### config.mk
export PLATFORM = sky130hd
export DESIGN_NAME = csc_regs_top
export DESIGN_NICKNAME = d
export VERILOG_FILES = /design/src/pkg/csc_pkg.sv /design/src/design/csc_regs_top.sv /design/src/design/csc_sync.sv
export SDC_FILE = /design/constraint.sdc
export NUM_CORES = 1
export LEC_CHECK = 0
export ABC_AREA = 1
export BUFFER_PORTS_ARGS = -buffer_cell sky130_fd_sc_hd__buf_4
export CORE_MARGIN = 5
export CORE_UTILIZATION = 30
export DETAILED_ROUTE_END_ITERATION = 10
export PLACE_DENSITY = 0.58
export SLEW_MARGIN = 20
export SYNTH_ARGS = -nofsm -noshare
export SYNTH_HDL_FRONTEND = slang
export SYNTH_SLANG_ARGS = --single-unit
### constraint.sdc
create_clock -name mclk_i -period 15.7 [get_ports mclk_i]
set_clock_uncertainty 0.15 [all_clocks]
set_input_delay 1.57 -clock mclk_i [delete_from_list [all_inputs] [get_ports mclk_i]]
set_output_delay 1.57 -clock mclk_i [all_outputs]
set_load 0.005 [all_outputs]
### src/pkg/csc_pkg.sv
// csc_pkg: constants, encodings and helpers of the charger SMBus control registers
// assumes a 10 MHz mclk_i and an SMBus host on open-drain SCL/SDA pins
package csc_pkg;
    localparam logic [7:0]  SMB_ADDR     = 8'h12;
    localparam logic [7:0]  CMD_MODE     = 8'h12;
    localparam logic [7:0]  CMD_STAT     = 8'h13;
    localparam logic [7:0]  CMD_ISET     = 8'h14;
    localparam logic [7:0]  CMD_VSET     = 8'h15;
    localparam logic [7:0]  CMD_ILIM     = 8'h3F;
    localparam logic [7:0]  RD_FILL      = 8'hFF;
    localparam logic [15:0] MODE_RST     = 16'h0001;
    localparam logic [15:0] SETP_RST     = 16'h0000;
    localparam logic [15:0] STAT_RST     = 16'h0061;
    localparam logic [15:0] VSET_MASK    = 16'h7FFE;
    localparam int          MODE_END_CHG = 0;
    localparam int          MODE_LEARN   = 1;
    localparam int          ST_NOT_READY = 0;
    localparam int          ST_VOR       = 5;
    localparam int          ST_BAT_CONN  = 6;
    localparam int          ST_ADP_CONN  = 7;
    localparam int          I_LO_BIT     = 7;
    localparam int          I_HI_BIT     = 14;
    localparam int          V_PRE_MV     = 9000;
    localparam int          V3_LO_MV     = 12000;
    localparam int          V3_HI_MV     = 14400;
    localparam int          V4_LO_MV     = 16000;
    localparam int          V4_HI_MV     = 19200;
    localparam int          V3_STEP_UV   = 18750;
    localparam int          V4_STEP_UV   = 25000;
    localparam logic [6:0]  VCODE_MAX    = 7'h7F;
    localparam int          CLK_HZ       = 10_000_000;
    localparam int          T_ADP_MS     = 500;
    localparam int          T_REF_MS     = 5;
    localparam int          ADP_CYC      = T_ADP_MS * (CLK_HZ / 1000);
    localparam int          REF_CYC      = T_REF_MS * (CLK_HZ / 1000);
    localparam int          TMR_W        = 23;
    localparam int          REF_W        = 16;

    // gray along idle, address, command, low byte, high byte, read
    typedef enum logic [2:0] {
        ST_IDLE = 3'h0,
        ST_ADDR = 3'h1,
        ST_CMD  = 3'h3,
        ST_WLO  = 3'h2,
        ST_WHI  = 3'h6,
        ST_RD   = 3'h7
    } csc_state_e;

    // decoded voltage in mV of a DAC code, used only by the decode checks
    function automatic int csc_mv_of(input logic [6:0] code, input logic cell4);
        int c;
        c = int'(code);
        return cell4 ? V4_LO_MV + (c * V4_STEP_UV) / 1000
                     : V3_LO_MV + (c * V3_STEP_UV) / 1000;
    endfunction : csc_mv_of
endpackage : csc_pkg

### src/design/csc_regs_top.sv
// csc_regs_top: SMBus target, four setpoint/control registers and a read-only status word, decode and power sequencing
// assumes filtered pins from csc_sync and a host using word transfers only
`timescale 1ns/1ns
module csc_regs_top
    import csc_pkg::*;
#(
    parameter int unsigned ADP_DELAY_CYC = ADP_CYC,
    parameter int unsigned REF_DELAY_CYC = REF_CYC
)(
    input  wire logic        mclk_i,
    input  wire logic        rst_i,
    input  wire logic        scl_i,
    output logic             scl_o,
    output logic             scl_oe_n_o,
    input  wire logic        sda_i,
    output logic             sda_o,
    output logic             sda_oe_n_o,
    output logic             alert_o,
    output logic             alert_oe_n_o,
    input  wire logic        adapter_detect_i,
    input  wire logic        gate_drive_full_i,
    input  wire logic        charge_enable_n_i,
    output logic             adapter_path_switch_o,
    output logic             battery_path_switch_o,
    output logic             ref_5v_regulator_en_o,
    output logic             ref_5v_pulldown_o,
    output logic             charge_en_o,
    output logic [6:0]       volt_dac_o,
    output logic             volt_cell4_o,
    output logic             volt_precharge_o,
    output logic [7:0]       current_setpoint_dac_o,
    output logic [7:0]       input_limit_dac_o,
    output logic [15:0]      operating_mode_o
);
    typedef struct packed {
        csc_state_e        st;
        logic [3:0]        bitcnt;
        logic              ackph;
        logic              mack;
        logic              hib;
        logic              drv;
        logic              scl_q;
        logic              sda_q;
        logic [7:0]        sh;
        logic [7:0]        tx;
        logic [7:0]        cmd;
        logic [7:0]        lo;
        logic [15:0]       mode;
        logic [15:0]       vset;
        logic [15:0]       iset;
        logic [15:0]       ilim;
        logic [15:0]       stat;
        logic              alert;
        logic [6:0]        vcode;
        logic              vok;
        logic              cell4;
        logic              pre;
        logic              chg;
        logic              acsw;
        logic [TMR_W-1:0]  adp_cnt;
        logic              adp_rdy;
        logic [REF_W-1:0]  ref_cnt;
        logic              ref_en;
    } csc_regs_s;

    csc_regs_s   q_reg;
    csc_regs_s   q_next;
    logic [4:0]  pin_f;
    logic        scl_f;
    logic        sda_f;
    logic        adp_f;
    logic        gd_f;
    logic        charge_enable_n_n_f;
    logic        scl_rise;
    logic        scl_fall;
    logic        start_c;
    logic        stop_c;
    logic        is_tx;
    logic        accept;
    logic        commit;
    logic        rd_stat;
    logic        ready;
    logic [15:0] wr_word;
    logic [15:0] rd_word;
    logic [15:0] stat_new;

    csc_sync #(
        .W (5)
    ) u_sync (
        .mclk_i (mclk_i),
        .rst_i  (rst_i),
        .d_i    ({scl_i, sda_i, adapter_detect_i, gate_drive_full_i, charge_enable_n_i}),
        .q_o    (pin_f)
    );

    // filtered pins and bus events
    assign scl_f     = pin_f[4];
    assign sda_f     = pin_f[3];
    assign adp_f     = pin_f[2];
    assign gd_f      = pin_f[1];
    assign charge_enable_n_n_f = pin_f[0];
    assign scl_rise  = scl_f & ~q_reg.scl_q;
    assign scl_fall  = ~scl_f & q_reg.scl_q;
    assign start_c   = scl_f & q_reg.scl_q & q_reg.sda_q & ~sda_f;
    assign stop_c    = scl_f & q_reg.scl_q & ~q_reg.sda_q & sda_f;
    assign is_tx     = (q_reg.st == ST_RD);
    assign wr_word   = {q_reg.sh, q_reg.lo};

    // byte acknowledge decision; unknown commands are refused
    always_comb
    begin
        accept = 1'b1;
        if (q_reg.st == ST_ADDR)
        begin
            accept = (q_reg.sh[7:1] == SMB_ADDR[7:1]);
        end
        else if (q_reg.st == ST_CMD)
        begin
            accept = (q_reg.sh == CMD_MODE) || (q_reg.sh == CMD_STAT) ||
                     (q_reg.sh == CMD_ISET) || (q_reg.sh == CMD_VSET) ||
                     (q_reg.sh == CMD_ILIM);
        end
    end

    // read selection; status is read-only
    always_comb
    begin
        rd_word = 16'h0000;
        if (q_reg.cmd == CMD_MODE)
        begin
            rd_word = q_reg.mode;
        end
        else if (q_reg.cmd == CMD_STAT)
        begin
            rd_word = q_reg.stat;
        end
        else if (q_reg.cmd == CMD_ISET)
        begin
            rd_word = q_reg.iset;
        end
        else if (q_reg.cmd == CMD_VSET)
        begin
            rd_word = q_reg.vset;
        end
        else if (q_reg.cmd == CMD_ILIM)
        begin
            rd_word = q_reg.ilim;
        end
    end

    // readiness and the status word seen by the host
    assign ready = adp_f & q_reg.adp_rdy & gd_f & q_reg.ref_en;
    always_comb
    begin
        stat_new               = q_reg.stat;
        stat_new[ST_NOT_READY] = ~ready;
        stat_new[ST_VOR]       = ~q_reg.vok;
        stat_new[ST_BAT_CONN]  = ~q_reg.acsw;
        stat_new[ST_ADP_CONN]  = q_reg.acsw;
    end

    // next state: SMBus engine, registers, decode, sequencing
    always_comb
    begin
        int v;
        int c;
        v             = int'(q_reg.vset & VSET_MASK);
        c             = 0;
        q_next        = q_reg;
        commit        = 1'b0;
        rd_stat       = 1'b0;
        q_next.scl_q  = scl_f;
        q_next.sda_q  = sda_f;
        if (start_c)
        begin
            q_next.st     = ST_ADDR;
            q_next.bitcnt = 4'h0;
            q_next.ackph  = 1'b0;
            q_next.drv    = 1'b0;
        end
        else if (stop_c)
        begin
            q_next.st     = ST_IDLE;
            q_next.bitcnt = 4'h0;
            q_next.ackph  = 1'b0;
            q_next.drv    = 1'b0;
        end
        else if (q_reg.st != ST_IDLE && scl_rise)
        begin
            if (q_reg.bitcnt < 4'h8)
            begin
                q_next.bitcnt = q_reg.bitcnt + 4'h1;
                if (!is_tx)
                begin
                    q_next.sh = {q_reg.sh[6:0], sda_f};
                end
            end
            else if (q_reg.ackph && is_tx)
            begin
                q_next.mack = ~sda_f;
            end
        end
        else if (q_reg.st != ST_IDLE && scl_fall)
        begin
            if (q_reg.bitcnt == 4'h8 && !q_reg.ackph)
            begin
                q_next.ackph = 1'b1;
                q_next.drv   = is_tx ? 1'b0 : accept;
            end
            else if (q_reg.ackph)
            begin
                q_next.ackph  = 1'b0;
                q_next.bitcnt = 4'h0;
                q_next.drv    = 1'b0;
                if (is_tx)
                begin
                    // after the high byte the host should refuse; more reads get fill
                    if (q_reg.mack)
                    begin
                        q_next.tx  = q_reg.hib ? RD_FILL : rd_word[15:8];
                        q_next.hib = 1'b1;
                        q_next.drv = q_reg.hib ? 1'b0 : ~rd_word[15];
                    end
                    else
                    begin
                        q_next.st = ST_IDLE;
                    end
                end
                else if (!accept)
                begin
                    q_next.st = ST_IDLE;
                end
                else if (q_reg.st == ST_ADDR)
                begin
                    if (q_reg.sh[0])
                    begin
                        q_next.st  = ST_RD;
                        q_next.tx  = rd_word[7:0];
                        q_next.hib = 1'b0;
                        q_next.drv = ~rd_word[7];
                        rd_stat    = (q_reg.cmd == CMD_STAT);
                    end
                    else
                    begin
                        q_next.st = ST_CMD;
                    end
                end
                else if (q_reg.st == ST_CMD)
                begin
                    q_next.cmd = q_reg.sh;
                    q_next.st  = ST_WLO;
                end
                else if (q_reg.st == ST_WLO)
                begin
                    q_next.lo = q_reg.sh;
                    q_next.st = ST_WHI;
                end
                else
                begin
                    // a trailing check byte finds the engine idle and is not acked
                    commit    = 1'b1;
                    q_next.st = ST_IDLE;
                end
            end
            else if (is_tx && q_reg.bitcnt != 4'h0)
            begin
                q_next.tx  = {q_reg.tx[6:0], 1'b0};
                q_next.drv = ~q_reg.tx[6];
            end
        end

        // register writes; writes to the status word are dropped
        if (commit)
        begin
            if (q_reg.cmd == CMD_MODE)
            begin
                q_next.mode = wr_word;
            end
            else if (q_reg.cmd == CMD_VSET)
            begin
                q_next.vset = wr_word;
            end
            else if (q_reg.cmd == CMD_ISET)
            begin
                q_next.iset = wr_word;
            end
            else if (q_reg.cmd == CMD_ILIM)
            begin
                q_next.ilim = wr_word;
            end
        end

        // voltage decode; 14.4 V and the 4-cell top saturate at the last code
        q_next.pre   = (v == V_PRE_MV);
        q_next.cell4 = (v >= V4_LO_MV);
        q_next.vok   = q_next.pre || q_next.cell4 ||
                       (v >= V3_LO_MV && v <= V3_HI_MV);
        if (q_next.cell4)
        begin
            c = ((v - V4_LO_MV) * 1000) / V4_STEP_UV;
        end
        else if (v >= V3_LO_MV && v <= V3_HI_MV)
        begin
            c = ((v - V3_LO_MV) * 1000) / V3_STEP_UV;
        end
        q_next.vcode = (c > int'(VCODE_MAX)) ? VCODE_MAX : 7'(c);

        // adapter qualification delay; battery path held meanwhile
        if (!adp_f)
        begin
            q_next.adp_cnt = '0;
            q_next.adp_rdy = 1'b0;
        end
        else if (!q_reg.adp_rdy)
        begin
            if (q_reg.adp_cnt == TMR_W'(ADP_DELAY_CYC - 1))
            begin
                q_next.adp_rdy = 1'b1;
            end
            else
            begin
                q_next.adp_cnt = q_reg.adp_cnt + 1'b1;
            end
        end

        // reference regulator waits for full gate drive with adapter present
        if (!(adp_f && gd_f))
        begin
            q_next.ref_cnt = '0;
            q_next.ref_en  = 1'b0;
        end
        else if (!q_reg.ref_en)
        begin
            if (q_reg.ref_cnt == REF_W'(REF_DELAY_CYC - 1))
            begin
                q_next.ref_en = 1'b1;
            end
            else
            begin
                q_next.ref_cnt = q_reg.ref_cnt + 1'b1;
            end
        end

        // power selector and charge gate; the selector needs no host traffic, charging needs host writes to mode, vset, iset and ilim
        q_next.acsw = adp_f & q_reg.adp_rdy & ~q_reg.mode[MODE_LEARN];
        q_next.chg  = ready & ~charge_enable_n_n_f & ~q_reg.mode[MODE_END_CHG] &
                      q_reg.vok & ~q_reg.mode[MODE_LEARN] &
                      (q_reg.iset[I_HI_BIT:I_LO_BIT] != 8'h00) &
                      (q_reg.ilim[I_HI_BIT:I_LO_BIT] != 8'h00);

        // status and alert: a change in the read cycle keeps the alert set
        q_next.stat  = stat_new;
        q_next.alert = (stat_new != q_reg.stat) ? 1'b1 :
                       (rd_stat ? 1'b0 : q_reg.alert);
    end

    always_ff @(posedge mclk_i or posedge rst_i)
    begin
        if (rst_i)
        begin
            q_reg      <= '0;
            q_reg.mode <= MODE_RST;
            q_reg.vset <= SETP_RST;
            q_reg.iset <= SETP_RST;
            q_reg.ilim <= SETP_RST;
            q_reg.stat <= STAT_RST;
        end
        else
        begin
            q_reg <= q_next;
        end
    end

    // pins; scl is never stretched
    assign scl_o                  = 1'b0;
    assign scl_oe_n_o             = 1'b1;
    assign sda_o                  = 1'b0;
    assign sda_oe_n_o             = ~q_reg.drv;
    assign alert_o                = 1'b0;
    assign alert_oe_n_o           = ~q_reg.alert;
    assign adapter_path_switch_o  = q_reg.acsw;
    assign battery_path_switch_o  = ~q_reg.acsw;
    assign ref_5v_regulator_en_o  = q_reg.ref_en;
    assign ref_5v_pulldown_o      = ~adp_f;
    assign charge_en_o            = q_reg.chg;
    assign volt_dac_o             = q_reg.vcode;
    assign volt_cell4_o           = q_reg.cell4;
    assign volt_precharge_o       = q_reg.pre;
    assign current_setpoint_dac_o = q_reg.iset[I_HI_BIT:I_LO_BIT];
    assign input_limit_dac_o      = q_reg.ilim[I_HI_BIT:I_LO_BIT];
    assign operating_mode_o       = q_reg.mode;
endmodule : csc_regs_top

### src/design/csc_sync.sv
// csc_sync: three-stage synchroniser with agreement filter for pin inputs
// assumes inputs asynchronous to mclk_i; output moves when stages two and three agree
`timescale 1ns/1ns
module csc_sync
#(
    parameter int W = 1
)(
    input  wire logic         mclk_i,
    input  wire logic         rst_i,
    input  wire logic [W-1:0] d_i,
    output logic      [W-1:0] q_o
);
    typedef struct packed {
        logic [W-1:0] s1;
        logic [W-1:0] s2;
        logic [W-1:0] s3;
        logic [W-1:0] q;
    } csc_sync_s;

    csc_sync_s q_reg;
    csc_sync_s q_next;

    // s1 feeds only s2; a single glitch between s2 and s3 is ignored
    always_comb
    begin
        q_next    = q_reg;
        q_next.s1 = d_i;
        q_next.s2 = q_reg.s1;
        q_next.s3 = q_reg.s2;
        for (int i = 0; i < W; i++)
        begin
            if (q_reg.s2[i] == q_reg.s3[i])
            begin
                q_next.q[i] = q_reg.s2[i];
            end
        end
    end

    always_ff @(posedge mclk_i or posedge rst_i)
    begin
        if (rst_i)
        begin
            q_reg <= '0;
        end
        else
        begin
            q_reg <= q_next;
        end
    end

    assign q_o = q_reg.q;
endmodule : csc_sync

==> flow_summary.ini <==
[run_status]
status = complete, but fails checks
violations = negative setup slack

[worst_setup_path]
reg2reg_from = q_reg[109]
critPathSlowestCell = fa_1
crit_path_max_incr_delay_ps = 540
cp.required_ps = 15920
worst-path-buf-inv = 27
worstPathMaxFanout = 9
arrival_ps = 17360
worstSetupPathType = reg2reg
startpoint = q_reg[109]
r2r.worst_path.cells = 126
start_kind = register
cpMostUsedCell = nand2_1
crit_cells = 126
crit_family = simple AND/OR/NAND/NOR gates
crit_path_end_kind = register

[synth]
synth.distinct_cells = 77
postSynth.asyncResetShare_pct = 100.0
yosys-top-cells-area = nand2_1, dfrtp_1, inv_1
ys_seq_area_share_pct = 13.72
synth_area_per_cell_um2 = 5.821
yosys.area.top_type = nand2_1
netlist.area_leader.share_pct = 21.97
synth_edf_count = 0
ys_warn_count = 0
syn_inst = 5834
synth_flop_cell = dfrtp_1
ys_ff_latch = 186
syn_area_um2 = 33960

[timing]
rsz0062_at_grt = true
finalSetupViolations = 7
finalHoldViolCount = 0
max_freq_mhz = 58.37
finalWorstPathRequiredPeriod_ps = 17130
tns_ps = -9961
slew_violations = 0
timing.slew.headroom_pct = 32.74
worst_pin_slew_ps = 1007
timing.hold.ws_ps = 201.2
fin_crit_sh_pct = 109.1
fin_ws_ps = -1433

[floorplanning]
fp.dieH_um = 346.4
die_x_um = 346.4
floorplan.initialDensity_pct = 30.19
die-area_um2 = 120000
core-area_um2 = 112500
rows = 123
num_io_pins = 59

[clock_tree]
cts_sinks = 186
tritoncts = yes
cts.clk_slew.worst_paths_ps = 100
cts_inserted_buffers = 17
clk_latency_ps = 510
cts_max_path_buffers = 2
cts_root_buffer = clkbuf_16
htreeDepth = 4

[route]
drc = 0
drt-initial-drc-count = 2432
first_pass_iters = 6
viasPerCell = 4.719
wl_um = 116100
drtAntennaViolNets = 0
vias = 41147
wire_per_inst_um = 13.32

[min_path]
worstHoldPathCells = 0
worstHoldPathType = reg2reg
min_from = u_sync.q_next[10]

[place]
dpl.hpwl_um = 95850
portBuffers = 54
gp_congestion = 0.9422
dp_cells = 8617

[cells_and_area]
final_nets = 7440
diodes = 0
drive_gt1_share_pct = 32.75
n_fill_cell = 11806
seq_area_um2 = 4663
largest_reg_flops = 122
layout.cells.non_filler = 8719
multi_input_area_um2 = 26890
syn_to_final_growth_pct = 43.48

[global_routing]
grt_pass1_vias = 39944
grt_max_degree = 125
grt_pass1_wl_um = 191700
grt_use_total_pct = 18.64
overflow = 0
antenna_found_initial = 0

[flow_run]
max_cap_violations = 0
-- worst reg2reg max path: cells and delay by family (launching register included) --
family                   cells  cell delay (ps)
AO/OA/AOI/OAI               10             2070
XOR/XNOR                     2              380
adder cells (fa/ha/maj)      7             2540
buffers and inverters       27             2800
flip-flops                   1              440
AND/OR/NAND/NOR             80             8670
-- worst paths after layout --
path / endpoint / slack, ps
setup reg to reg: volt_dac_o[3] / -1430
setup / recovery: volt_dac_o[3] / -1430
max in group asynchronous: q_reg[109] / 12910
hold / removal: u_sync.q_next[5] / 200
hold reg to reg: u_sync.q_next[5] / 200
min in group asynchronous: q_reg[2] / 1120
-- routing by layer --
layer | GRT usage [%] | up-vias | part of all wire [%]
li1 | - | 21233 | -
met1 | 23.81 | 18901 | 45
met2 | 34.14 | 852 | 50
met3 | 1.196 | 161 | 3.2
met4 | 4.669 | 0 | 2.2
met5 | 0 | - | 0
-- layout make-up --
class / count / share of cell area (%)
multi-input cells: 4628 / 55.19
flip-flops and latches: 186 / 9.571
repair buffers: 1472 / 23.11
inverters: 901 / 7.008
well taps: 1500 / 3.852
clock inverters: 15 / 0.3903
clock buffers: 17 / 0.8731
-- layout by cell type, fill, tap and decap left out, types with 28 or more instances in the layout --
cell	count
nand2_1	1852
buf_4	1444
inv_1	795
nand3_1	569
nor2_1	390
nand2_2	287
o21ai_0	199
dfrtp_1	179
nand4_1	127
xor2_1	122
a21oi_1	121
nor2_2	119
ha_1	108
fa_1	99
inv_2	82
nor3_1	64
nand3_2	59
nand2_4	59
nor2_4	54
a21oi_2	39
nand3b_1	37
o21ai_1	28
-- per-stage QoR --
| step | instance area, um2 | util, % | worst slack [ps] |
|---|---|---|---|
| after floorplan | 34810 | - | -432.8 |
| after global placement | 46290 | 41.15 | -1954 |
| after detailed placement | 46290 | 41.15 | -1967 |
| after CTS | 47680 | 42.38 | -1426 |
| after global routing | 48720 | 43.31 | -2766 |
| final | 48720 | 43.31 | -1433 |
-- cell usage after synthesis (all sizes together) (5+ instances only) --
master	instances
o21ai	254
xor2	137
dfrtp	182
nand3	639
nor2	562
a221oi	19
clkinv	17
a31oi	9
fa	99
nand2	2194
xnor2	25
nor4	21
and2	5
o21bai	9
nor3	79
a21oi	177
buf	102
clkbuf	36
inv	884
ha	128
maj3	5
o211ai	10
or2	9
o31ai	11
nand3b	37
nand4	129
o22ai	10
-- timing repair --
item,CTS,global route
pin swaps,55,91
gates cloned,10,7
gates resized for setup,131,204
setup buffers,27,26
hold buffers,0,0
setup endpoints to repair,7,7
-- kinds of logic (layout without fill, tap and decap cells) --
family	Yosys count	after routing	share of synthesized area [%]
xor gates and xnor gates	162	162	4.322
other	2	6	0.02212
adders and majority gates	232	232	10.70
and+or+nand+nor	3677	3691	48.41
DFF	186	186	13.72
buffers and inverters	1039	2405	13.40
AOI/OAI and AO/OA	536	537	9.421
Power is not shown: default switching activity piles up to over one toggle a cycle in this logic, so the estimate is an artifact.
